### config.mk
export PLATFORM = sky130hd
export DESIGN_NAME = uaddr_filter
export DESIGN_NICKNAME = d
export VERILOG_FILES = /design/src/uaddr_filter.v
export VERILOG_INCLUDE_DIRS = /design/src
export SDC_FILE = /design/constraint.sdc
export NUM_CORES = 1
export LEC_CHECK = 0
export ABC_AREA = 1
export ABC_CLOCK_PERIOD_IN_PS = 1310
export BUFFER_PORTS_ARGS = -buffer_cell sky130_fd_sc_hd__clkbuf_2
export CORE_ASPECT_RATIO = 2
export CORE_UTILIZATION = 40
export DETAILED_ROUTE_END_ITERATION = 16
export PLACE_DENSITY = 0.71
export REMOVE_ABC_BUFFERS = 1
export SLEW_MARGIN = 20
export SYNTH_ARGS = -nofsm -noshare
export SYNTH_HDL_FRONTEND = slang
export SYNTH_SLANG_ARGS = --single-unit
### constraint.sdc
create_clock -name clk -period 1.31 [get_ports clk]
set_input_delay 0.0655 -clock clk [delete_from_list [all_inputs] [get_ports clk]]
set_output_delay 0.0655 -clock clk [all_outputs]
set_load 0.005 [all_outputs]
### src/uaddr_defines.vh
`ifndef UADDR_DEFINES_VH
`define UADDR_DEFINES_VH
// =====================================================================
// Register offsets (printed offsets are not all multiples of four)
`define UADDR_IDX_SLAVE_ADDRESS 8'ha9
`define UADDR_IDX_SLAVE_ADDRESS_MASK 8'hb9
`define UADDR_IDX_SERIAL_CONTROL 8'h98
`define UADDR_IDX_IRQ_STATUS 8'hc0
`define UADDR_IDX_IRQ_MASK 8'hc1
// =====================================================================
// Reset values
`define UADDR_RST_ADDR 8'h00
`define UADDR_RST_CTRL 8'h00
// =====================================================================
// Serial control fields
`define UADDR_CTL_MODE_LO 0
`define UADDR_CTL_MODE_HI 1
`define UADDR_CTL_MP_EN 2
`define UADDR_CTL_NINTH 3
`define UADDR_CTL_RFLAG 4
// =====================================================================
// Interrupt status fields and serial mode codes
`define UADDR_IRQ_RX 0
`define UADDR_IRQ_DROP 1
`define UADDR_MODE0 2'h0
`define UADDR_MODE1 2'h1
`endif

### src/uaddr_filter.v
// Local design decision: register access over APB.
`timescale 1ns/100ps
`include "uaddr_defines.vh"
module uaddr_filter #(
  parameter DATA_W = 8
) (
  input wire clk,
  input wire rst,
  input wire psel,
  input wire penable,
  input wire pwrite,
  input wire [11:0] paddr,
  input wire [31:0] pwdata,
  output reg [31:0] prdata,
  output reg pready,
  output reg pslverr,
  input wire rx_valid,
  input wire [DATA_W-1:0] rx_data,
  input wire rx_bit8,
  input wire rx_stop,
  output reg receive_flag,
  output reg received_ninth_bit,
  output reg [DATA_W-1:0] rx_byte,
  output reg irq
);
  // ===================================================================
  // Register select codes
  localparam SEL_NONE = 3'h0;
  localparam SEL_ADDR = 3'h1;
  localparam SEL_MASK = 3'h2;
  localparam SEL_CTRL = 3'h3;
  localparam SEL_STAT = 3'h4;
  localparam SEL_IMSK = 3'h5;
  localparam IRQ_W = 2;
  localparam PAD_W = 32 - DATA_W;

  // ===================================================================
  // Decode
  function [2:0] reg_sel;
    input [11:0] a;
    begin
      if (a[1:0] != 2'h0)
        reg_sel = SEL_NONE;
      else if (a[11:2] == {2'h0, `UADDR_IDX_SLAVE_ADDRESS})
        reg_sel = SEL_ADDR;
      else if (a[11:2] == {2'h0, `UADDR_IDX_SLAVE_ADDRESS_MASK})
        reg_sel = SEL_MASK;
      else if (a[11:2] == {2'h0, `UADDR_IDX_SERIAL_CONTROL})
        reg_sel = SEL_CTRL;
      else if (a[11:2] == {2'h0, `UADDR_IDX_IRQ_STATUS})
        reg_sel = SEL_STAT;
      else if (a[11:2] == {2'h0, `UADDR_IDX_IRQ_MASK})
        reg_sel = SEL_IMSK;
      else
        reg_sel = SEL_NONE;
    end
  endfunction

  // ===================================================================
  // Ninth bit source for the current mode
  function ninth_of;
    input [1:0] mode;
    input stop_bit;
    input bit_eight;
    begin
      if (mode == `UADDR_MODE1)
        ninth_of = stop_bit;
      else
        ninth_of = bit_eight;
    end
  endfunction

  // ===================================================================
  // One compared bit that disagrees
  function masked_miss;
    input data_bit;
    input ref_bit;
    input care_bit;
    begin
      masked_miss = (data_bit ^ ref_bit) & care_bit;
    end
  endfunction

  // ===================================================================
  // Storage and nets
  reg [DATA_W-1:0] slave_address;
  reg [DATA_W-1:0] slave_address_mask;
  reg [1:0] serial_mode;
  reg multiproc_enable;
  reg [IRQ_W-1:0] irq_status;
  reg [IRQ_W-1:0] irq_mask;
  reg [31:0] next_prdata;
  wire [2:0] sel;
  wire setup;
  wire wr;
  wire rd;
  wire wr_addr;
  wire wr_mask;
  wire wr_ctrl;
  wire wr_imsk;
  wire rd_stat;
  wire [DATA_W-1:0] bcast;
  wire [DATA_W-1:0] given_miss;
  wire [DATA_W-1:0] bcast_miss;
  wire given_hit;
  wire bcast_hit;
  wire filtering;
  wire qualifier;
  wire accept;
  wire next_ninth;
  wire frame_ok;
  wire frame_drop;
  wire flag_clear;
  wire [IRQ_W-1:0] irq_event;
  genvar gi;

  // ===================================================================
  // Bus phases and strobes
  assign sel = reg_sel(paddr);
  assign setup = psel && !penable;
  assign wr = psel && penable && pready && pwrite;
  assign rd = psel && penable && pready && !pwrite;
  assign wr_addr = wr && (sel == SEL_ADDR);
  assign wr_mask = wr && (sel == SEL_MASK);
  assign wr_ctrl = wr && (sel == SEL_CTRL);
  assign wr_imsk = wr && (sel == SEL_IMSK);
  assign rd_stat = rd && (sel == SEL_STAT);

  // ===================================================================
  // Address match, bit by bit
  assign bcast = slave_address | slave_address_mask;
  generate
    for (gi = 0; gi < DATA_W; gi = gi + 1) begin : g_bit
      assign given_miss[gi] = masked_miss(rx_data[gi], slave_address[gi],
        slave_address_mask[gi]);
      assign bcast_miss[gi] = masked_miss(rx_data[gi], bcast[gi],
        bcast[gi]);
    end
  endgenerate
  assign given_hit = ~|given_miss;
  assign bcast_hit = ~|bcast_miss;

  // ===================================================================
  // Frame acceptance
  assign filtering = multiproc_enable &&
    (serial_mode != `UADDR_MODE0);
  assign next_ninth = ninth_of(serial_mode, rx_stop, rx_bit8);
  assign qualifier = next_ninth;
  assign accept = !filtering ||
    ((given_hit || bcast_hit) && qualifier);
  assign frame_ok = rx_valid && accept;
  assign frame_drop = rx_valid && !accept;
  assign flag_clear = wr_ctrl && !pwdata[`UADDR_CTL_RFLAG];

  // ===================================================================
  // Read data mux
  always @* begin
    next_prdata = 32'h0;
    if (!pwrite) begin
      case (sel)
        SEL_ADDR: next_prdata = {{PAD_W{1'b0}}, slave_address};
        SEL_MASK: next_prdata = {{PAD_W{1'b0}}, slave_address_mask};
        SEL_CTRL: next_prdata = {27'h0, receive_flag, received_ninth_bit,
          multiproc_enable, serial_mode};
        SEL_STAT: next_prdata = {30'h0, irq_status};
        SEL_IMSK: next_prdata = {30'h0, irq_mask};
        default: next_prdata = 32'h0;
      endcase
    end
  end

  // ===================================================================
  // APB answer
  always @(posedge clk) begin
    if (rst) begin
      pready <= 1'b0;
      pslverr <= 1'b0;
      prdata <= 32'h0;
    end else begin
      pready <= setup;
      pslverr <= setup && (sel == SEL_NONE);
      if (setup) begin
        prdata <= next_prdata;
      end
    end
  end

  // ===================================================================
  // Address and mask registers
  always @(posedge clk) begin
    if (rst) begin
      slave_address <= `UADDR_RST_ADDR;
      slave_address_mask <= `UADDR_RST_ADDR;
    end else begin
      if (wr_addr) begin
        slave_address <= pwdata[DATA_W-1:0];
      end
      if (wr_mask) begin
        slave_address_mask <= pwdata[DATA_W-1:0];
      end
    end
  end

  // ===================================================================
  // Serial control and interrupt mask
  always @(posedge clk) begin
    if (rst) begin
      serial_mode <= `UADDR_MODE0;
      multiproc_enable <= 1'b0;
      irq_mask <= {IRQ_W{1'b0}};
    end else begin
      if (wr_ctrl) begin
        serial_mode <= pwdata[`UADDR_CTL_MODE_HI:`UADDR_CTL_MODE_LO];
        multiproc_enable <= pwdata[`UADDR_CTL_MP_EN];
      end
      if (wr_imsk) begin
        irq_mask <= pwdata[IRQ_W-1:0];
      end
    end
  end

  // ===================================================================
  // Receive flag, ninth bit, data
  always @(posedge clk) begin
    if (rst) begin
      receive_flag <= 1'b0;
      received_ninth_bit <= 1'b0;
      rx_byte <= {DATA_W{1'b0}};
    end else begin
      if (frame_ok) begin
        receive_flag <= 1'b1;
        received_ninth_bit <= next_ninth;
        rx_byte <= rx_data;
      end else if (flag_clear) begin
        receive_flag <= 1'b0;
      end
    end
  end

  // ===================================================================
  // Sticky status, set wins over read clear
  assign irq_event[`UADDR_IRQ_RX] = frame_ok;
  assign irq_event[`UADDR_IRQ_DROP] = frame_drop;
  generate
    for (gi = 0; gi < IRQ_W; gi = gi + 1) begin : g_irq
      always @(posedge clk) begin
        if (rst) begin
          irq_status[gi] <= 1'b0;
        end else begin
          irq_status[gi] <= irq_event[gi] ||
            (irq_status[gi] && !rd_stat);
        end
      end
    end
  endgenerate

  // ===================================================================
  // Interrupt output
  always @(posedge clk) begin
    if (rst) begin
      irq <= 1'b0;
    end else begin
      irq <= |(irq_status & irq_mask);
    end
  end
endmodule // uaddr_filter

; Word level (Yosys, flattened, before mapping)
; Index checks and enable logic that the tools add are counted.
[totals]
regBits = 68
elab_cells = 107
output_inout_bits = 45
[classes]
reduce_logical = 37
n_bitwise = 34
n_eq_ne = 11
mux = 11
[ops]
columns = cell, n
row1 = 10-bit by 8-bit equality test with 1-bit output (second input constant), 5
row2 = 8-bit one-hot mux with 5 select lines, 1
row3 = 1-bit logical AND, 18
row4 = 3-bit 2-to-1 mux, 6
row5 = 1-bit AND, 16
row6 = 8-bit OR reduction, 2
row7 = 1-bit bitwise XOR, 16
row8 = 1-bit logical NOT, 8
row9 = 8-bit 2-to-1 mux, 1
row10 = 8-bit OR, 1
row11 = 3-bit by 2-bit equality test with 1-bit output (second input constant), 2
row12 = 3-bit equality test (second input constant), 2
row13 = 2-bit nonzero test, 3
row14 = 1-bit logical OR, 4
row15 = 3-bit by 1-bit equality test with 1-bit output (second input constant), 1
row16 = 3-bit logical NOT, 1
row17 = 1-bit 2-to-1 mux, 3
row18 = 2-bit AND, 1
row19 = 2-bit by 1-bit equality test with 1-bit output (second input constant), 1
row20 = 2-bit OR reduction, 1

; Longest topological paths before layout
; Gate-level depths: netlist of run 1.
[depth]
ltp_word = 12
mapped_depth = 14

; Worst setup path before layout of run 1
; OpenSTA, ideal clock, no wires.
[synth_timing]
path_kind = register to register
start = register slave_address_mask[5]
end = register received_ninth_bit
stages_incl_launch_ff = 12
required_ns = 1.176
period_less_slack_ns = 1.452
setup_time_ns = 0.134
n_path_buf = 1
slack_ns = -0.142
arrival_ns = 1.319
path_cell_list = dfxtp_1 -> inv_1 -> a21oi_1 -> nor3_1 -> nand4_1 -> o21ai_0 -> nand2_1 -> nand2_2 -> nand2_1 -> buf_2 -> nand2_1 -> a21oi_1
[synth_between]
elab_chain_cells = 9
word_cells_on_any_way = 12
cone_classes = bitwise (4) / reduce/logical (8)
[synth_rtl]
columns = item, line
row1 = from (decl), uaddr_filter.v:87  ; reg [DATA_W-1:0] slave_address_mask;
row2 = from (signal assigned), uaddr_filter.v:193  ; slave_address_mask <= `UADDR_RST_ADDR;
row3 = from (signal assigned), uaddr_filter.v:199  ; slave_address_mask <= pwdata[DATA_W-1:0];
row4 = 8-bit OR, uaddr_filter.v:131  ; assign bcast = slave_address | slave_address_mask;
row5 = 1-bit bitwise XOR, uaddr_filter.v:80  ; masked_miss = (data_bit ^ ref_bit) & care_bit;
row6 = 1-bit AND, uaddr_filter.v:80
row7 = 8-bit OR reduction, uaddr_filter.v:141  ; assign bcast_hit = ~|bcast_miss;
row8 = 1-bit logical NOT, uaddr_filter.v:141
row9 = 1-bit logical OR *, uaddr_filter.v:150  ; ((given_hit || bcast_hit) && qualifier);
row10 = 1-bit logical AND *, uaddr_filter.v:150
row11 = 1-bit logical OR *, uaddr_filter.v:149  ; assign accept = !filtering ||
row12 = 1-bit logical AND *, uaddr_filter.v:151  ; assign frame_ok = rx_valid && accept;
row13 = to (signal assigned), uaddr_filter.v:232  ; received_ninth_bit <= next_ninth;
row14 = to (decl), uaddr_filter.v:22  ; output reg received_ninth_bit,
; Mark *: on every way between the ends. The rest lies on a longest branch, timed or not.
; A chain may end at the register's enable or synchronous reset.

; Final worst setup path of run 1
[layout_timing]
start = register slave_address[5]
end = register rx_byte[5]
[layout_between]
elab_chain_cells = 9
word_cells_on_any_way = 13
cone_classes = bitwise (5) / reduce/logical (8)
[layout_rtl]
columns = item, line
row1 = from (decl), uaddr_filter.v:86  ; reg [DATA_W-1:0] slave_address;
row2 = from (signal assigned), uaddr_filter.v:192  ; slave_address <= `UADDR_RST_ADDR;
row3 = from (signal assigned), uaddr_filter.v:196  ; slave_address <= pwdata[DATA_W-1:0];
row4 = 8-bit OR, uaddr_filter.v:131
row5 = 1-bit bitwise XOR, uaddr_filter.v:80
row6 = 1-bit AND, uaddr_filter.v:80
row7 = 8-bit OR reduction, uaddr_filter.v:141
row8 = 1-bit logical NOT, uaddr_filter.v:141
row9 = 1-bit logical OR *, uaddr_filter.v:150
row10 = 1-bit logical AND *, uaddr_filter.v:150
row11 = 1-bit logical OR *, uaddr_filter.v:149
row12 = 1-bit logical AND *, uaddr_filter.v:151
row13 = to (signal assigned), uaddr_filter.v:228  ; rx_byte <= {DATA_W{1'b0}};
row14 = to (signal assigned), uaddr_filter.v:233  ; rx_byte <= rx_data;
row15 = to (decl), uaddr_filter.v:23  ; output reg [DATA_W-1:0] rx_byte,
; Marked as above.

==> results of run 1 <==
## layer usage
metal / vias up / GRT usage (%) / routed length [um]
met5: - / 0 / 0
met4: 0 / 14.9 / 497
met3: 38 / 4.76 / 411
met2: 119 / 40.3 / 4280
met1: 1266 / 21.0 / 2610
li1: 1388 / - / -
## critical path, delay by kind of cell (launching register included)
family                 cells  cell delay (ns)
AO/OA/AOI/OAI              3             0.32
buffers and inverters      2             0.25
flip-flops                 1             0.34
AND/OR/NAND/NOR            5             0.62
## flip-flops by register name, summed over array words and instances, names as in the netlist
| register | count |
|---|---|
| pready | 1 |
| slave_address_mask | 8 |
| serial_mode | 2 |
| prdata | 8 |
| irq_mask | 2 |
| pslverr | 1 |
| multiproc_enable | 1 |
| received_ninth_bit | 1 |
| rx_byte | 8 |
| irq_status | 2 |
| slave_address | 8 |
| irq | 1 |
| receive_flag | 1 |
## area by class of cell
class | count | area, sq um | share of cell area (%)
Tap cell | 86 | 108 | 2.94
Multi-Input combinational cell | 269 | 1570 | 42.8
Clock inverter | 1 | 30.0 | 0.821
Clock buffer | 7 | 153 | 4.18
Sequential cell | 44 | 883 | 24.2
Inverter | 49 | 194 | 5.30
Timing Repair Buffer | 110 | 722 | 19.7
## logic make-up (layout without fill, tap and decap cells)
family	after synthesis	count (layout)
xor+xnor	2	2
simple gates	167	168
other cells	1	24
buf+inv	81	167
flops	44	44
compound gates	75	75
## what timing repair did
action,CTS,global route
hold endpoints to repair,0,0
gates resized for setup,5,45
setup buffers,1,7
setup endpoints to repair,12,28
cloned,0,2
pin swaps,0,28
## Yosys cell counts (all sizes together)
cell type and n:
a211oi 11, a31oi 1, xor2 2, nand4 11, o21bai 2, dfxtp 44, nor2 50, conb 1
nor3 12, nor4 1, o22ai 3, clkinv 2, buf 28, a21oi 33, nand3 23, inv 47
o21ai 25, nand2 70, clkbuf 4
## report_power, final
part / internal [mW] / switching [mW]
sequential: 1.36 / 0.0161
combinational: 0.136 / 0.199
clock: 1.00 / 0.507
## final timing paths
| path | startpoint | endpoint | slack, ns |
|---|---|---|---|
| setup / recovery | slave_address[5]$_SDFFE_PP0P_ | rx_byte[5]$_SDFFE_PP0P_ | -0.28 |
| hold / removal | pwdata[7] | slave_address[7]$_SDFFE_PP0P_ | 0.04 |
| setup reg to reg | slave_address[5]$_SDFFE_PP0P_ | rx_byte[5]$_SDFFE_PP0P_ | -0.28 |
| hold reg to reg | rx_byte[3]$_SDFFE_PP0P_ | rx_byte[3]$_SDFFE_PP0P_ | 0.47 |
==> impl_metrics.json, run 1 <==
{
  "antennaDiodeCount": 0,
  "synth_top_area_share_pct": 33.5,
  "placedCellCount": 548,
  "crit_slowest_cell": "dfxtp_1",
  "power_per_cell_area_mw_per_mm2": 881,
  "place.gp.congestion": 0.908,
  "violations": "setup timing",
  "required_ns": 1.53,
  "drc": 0,
  "placed_cell_area_sq_mm": 0.00324,
  "numPortBuffers": 56,
  "status": "finished, violations left",
  "cts_hold_buf": 0,
  "finClkSkew_ns": 0.00695,
  "fin_ws_ns": -0.276,
  "fin_setup_tns_ns": -2.63,
  "core_sq_mm": 0.00631,
  "ff2ff_path_depth": 10,
  "hp-class": "in2reg",
  "start_util_pct": 41.7,
  "place_ws_ns": -0.361,
  "grt-ovfl-total": 0,
  "cap_violations": 0,
  "grt_pass1_wl_mm": 11.3,
  "cts_num_sinks": 44,
  "crit_fanout": 4,
  "synth_cells": 370,
  "synth-compound-area-share_pct": 18.0,
  "area_delta_synth_final_pct": 38.9,
  "synth-simple-area-share_pct": 32.0,
  "finalPower_mw": 3.22,
  "post-route-period-util_pct": 121,
  "nets": 539,
  "die_height_um": 117,
  "grt_usage_pct": 22.0,
  "vias": 2811,
  "arrival_ns": 1.81,
  "first_pass_iters": 5,
  "layout.cells.non_filler": 566,
  "min_period_ns": 1.59,
  "fillers": 586,
  "ioPinCount": 105,
  "h-tree-depth": 2,
  "clk_pin_slew_worst_paths_ns": 0.06,
  "dr.first_iter.drc_count": 98,
  "die_w_um": 59.4,
  "synth_cell_types": 36,
  "cpPeakStageDelay_ns": 0.34,
  "avgRoutedWirePerCell_um": 13.8,
  "wirelength_mm": 7.80,
  "insertion_delay_ns": 0.29,
  "yosys_register_bits": 44,
  "layout_common_cells": "nand2_1, clkbuf_2, buf_4",
  "cp-end-kind": "flop",
  "synth_area_sq_mm": 0.00263,
  "ys_seq_area_share_pct": 33.5,
  "fin_util_pct": 57.9,
  "dp_hpwl_mm": 5.54,
  "critPathLaunchType": "flop",
  "drv_slew": 0,
  "p_leak_nw": 1.64,
  "vdd_drop_max_uv": 973,
  "crit_type": "reg2reg",
  "cts_tree": "built",
  "yosysWarnings": 0,
  "grt_pass1_vias": 2512,
  "num_rows": 41,
  "postLayoutCellArea_sq_mm": 0.00366,
  "antenna_found_initial": 0,
  "synth_top_area_cell": "dfxtp_1",
  "synth.area.top_cells": "dfxtp_1, nand2_1, buf_4",
  "setup_viol": 13,
  "cp_common_cell": "a21oi_1",
  "crit_chain": "inv_2 > a21oi_1 > nor3_2 > nand4_1 > o21ai_1 > nand2_1 > nand2_2 > buf_2 > nand3_1 > a21oi_1",
  "cts_buffer_depth": 2,
  "drive_above_1_share_pct": 41.5,
  "timing.final.hold_violations": 0,
  "synth-xor-area-share_pct": 0.666,
  "holdWs_ns": 0.0372,
  "synth_top_family_by_area": "simple AND/OR/NAND/NOR gates",
  "ant_nets": 0,
  "synthAdderAreaFrac_pct": 0,
  "rsz0062_at_grt": "yes",
  "fmax_mhz": 631,
  "cts-buffers-inserted": 5,
  "whs_path_depth": 3,
  "via_per_inst": 4.97,
  "cts_root_buf": "clkbuf_16",
  "syn_area_per_cell_sq_um": 7.11,
  "muxShareOfSynthArea_pct": 0,
  "dieArea_sq_mm": 0.00693,
  "grt_max_degree": 35
}
Note: power is estimated with default switching activity, not from simulation.
==> run 2: changes to the inputs <==
--- a/config.mk
+++ b/config.mk
@@ -10,9 +10,9 @@
 export ABC_CLOCK_PERIOD_IN_PS = 1310
 export BUFFER_PORTS_ARGS = -buffer_cell sky130_fd_sc_hd__clkbuf_2
 export CORE_ASPECT_RATIO = 2
-export CORE_UTILIZATION = 40
+export CORE_UTILIZATION = 41
 export DETAILED_ROUTE_END_ITERATION = 16
-export PLACE_DENSITY = 0.71
+export PLACE_DENSITY = 0.72
 export REMOVE_ABC_BUFFERS = 1
 export SLEW_MARGIN = 20
 export SYNTH_ARGS = -nofsm -noshare
==> impl_metrics.json, run 2 (synthesis gave the netlist of run 1 again) <==
{
  "timing.rr.end": "irq_status[1]$_SDFF_PP0_",
  "timing.rr.start": "slave_address[5]$_SDFFE_PP0P_",
  "cts_buffer_depth": 2,
  "cts-buffers-inserted": 5,
  "cp-end-kind": "flop",
  "min_period_ns": 1.55,
  "fin_util_pct": 59.1,
  "critPathLaunchType": "flop",
  "cts_hold_buf": 0,
  "post-route-period-util_pct": 118,
  "rsz0062_at_grt": "yes",
  "critPathCapture": "irq_status[1]$_SDFF_PP0_",
  "violations": "setup timing",
  "h-tree-depth": 2,
  "die_w_um": 58.6,
  "drive_above_1_share_pct": 43.3,
  "grt_pass1_wl_mm": 11.6,
  "drv_slew": 0,
  "vias": 2897,
  "grt-ovfl-total": 0,
  "cts_num_sinks": 44,
  "placedCellCount": 548,
  "power_per_cell_area_mw_per_mm2": 783,
  "fmax_mhz": 646,
  "layout.cells.non_filler": 571,
  "fin_ws_ns": -0.239,
  "fillers": 580,
  "crit_type": "reg2reg",
  "clk_pin_slew_worst_paths_ns": 0.06,
  "grt_max_degree": 35,
  "regArea_sq_um": 885,
  "arrival_ns": 1.73,
  "dp_hpwl_mm": 5.61,
  "crit_fanout": 4,
  "place.gp.congestion": 0.873,
  "place_ws_ns": -0.358,
  "antennaDiodeCount": 0,
  "multi_input_area_sq_mm": 0.00162,
  "drc": 0,
  "final_common_cell": "clkbuf_2",
  "r2r_slack_ns": -0.24,
  "core_sq_mm": 0.00626,
  "p_leak_nw": 1.66,
  "antenna_found_initial": 0,
  "setup_viol": 13,
  "wirelength_mm": 7.88,
  "timing.final.hold_violations": 0,
  "dr.first_iter.drc_count": 130,
  "status": "finished, violations left",
  "ff2ff_path_depth": 10,
  "nets": 545,
  "layout_common_cells": "clkbuf_2, nand2_1, buf_4",
  "hp-class": "in2reg",
  "num_rows": 41,
  "first_pass_iters": 4,
  "dieArea_sq_mm": 0.00676,
  "ioPinCount": 105,
  "finClkSkew_ns": 0.00301,
  "postLayoutCellArea_sq_mm": 0.00370,
  "start_util_pct": 42.0,
  "cts_tree": "built",
  "numPortBuffers": 56,
  "placed_cell_area_sq_mm": 0.00323,
  "die_height_um": 115,
  "avgRoutedWirePerCell_um": 13.8,
  "area_delta_synth_final_pct": 40.6,
  "vdd_drop_max_uv": 1040,
  "cp-startpoint": "slave_address[5]$_SDFFE_PP0P_",
  "via_per_inst": 5.07,
  "cts_root_buf": "clkbuf_16",
  "insertion_delay_ns": 0.29,
  "cap_violations": 0,
  "fin_setup_tns_ns": -2.32,
  "grt_pass1_vias": 2609,
  "ant_nets": 0,
  "required_ns": 1.49,
  "grt_usage_pct": 23.0
}
[run 2: layout make-up]
| type | instances | area share (%) |
|---|---|---|
| inverters | 49 | 5.31 |
| clock buffers | 6 | 3.48 |
| repair buffers | 115 | 20.6 |
| flip-flops and latches | 44 | 23.9 |
| multi-input cells | 270 | 43.7 |
| clock inverters | 1 | 0.135 |
| well taps | 86 | 2.91 |
[run 2: worst min path at each step]
stage,from,end,slack [ns],cells after the start
2_1_floorplan,rst,prdata[6]$_SDFFE_PP0P_,0.13,1
3_3_place_gp,pwdata[6],slave_address[6]$_SDFFE_PP0P_,0.32,3
3_5_place_dp,pwdata[6],slave_address[6]$_SDFFE_PP0P_,0.34,3
4_1_cts,pwdata[6],slave_address[6]$_SDFFE_PP0P_,0.05,3
5_1_grt,pwdata[7],slave_address[7]$_SDFFE_PP0P_,0.06,3
6_report,pwdata[7],slave_address[7]$_SDFFE_PP0P_,0.03,3
[run 2: metrics by stage]
step | total power, mW | hold slack, ns
floorplan | 1.51 | 0.128
global placement | 1.69 | 0.322
detailed placement | 1.70 | 0.343
CTS | 2.87 | 0.0482
global route | 2.99 | 0.0634
finish | 2.90 | 0.0289
[run 2: power by group]
part | switching [mW] | internal, mW
registers | 0.0160 | 1.36
logic | 0.201 | 0.135
clock network | 0.490 | 0.692
[run 2: routing by layer]
| metal | up-vias | wire length [um] | GRT usage (%) |
|---|---|---|---|
| met1 | 1352 | 2520 | 22.1 |
| met5 | - | 0 | 0 |
| met4 | 0 | 393 | 14.4 |
| met2 | 109 | 4610 | 43.3 |
| met3 | 29 | 345 | 3.82 |
| li1 | 1407 | - | - |
[run 2: worst max-delay path, cell delays in order (launching register included)]
cell	delay, ns
dfxtp_1	0.33
inv_1	0.11
a21oi_1	0.09
nor3_2	0.18
nand4_1	0.09
o21ai_1	0.10
nand2_1	0.12
buf_4	0.15
buf_4	0.12
nand3_1	0.09
a21oi_1	0.07
[run 2: repair_timing]
action / CTS / global route
cloned: 1 / 2
buffers inserted: 4 / 9
setup endpoints to repair: 12 / 31
pin swaps: 9 / 33
gates resized for setup: 13 / 59
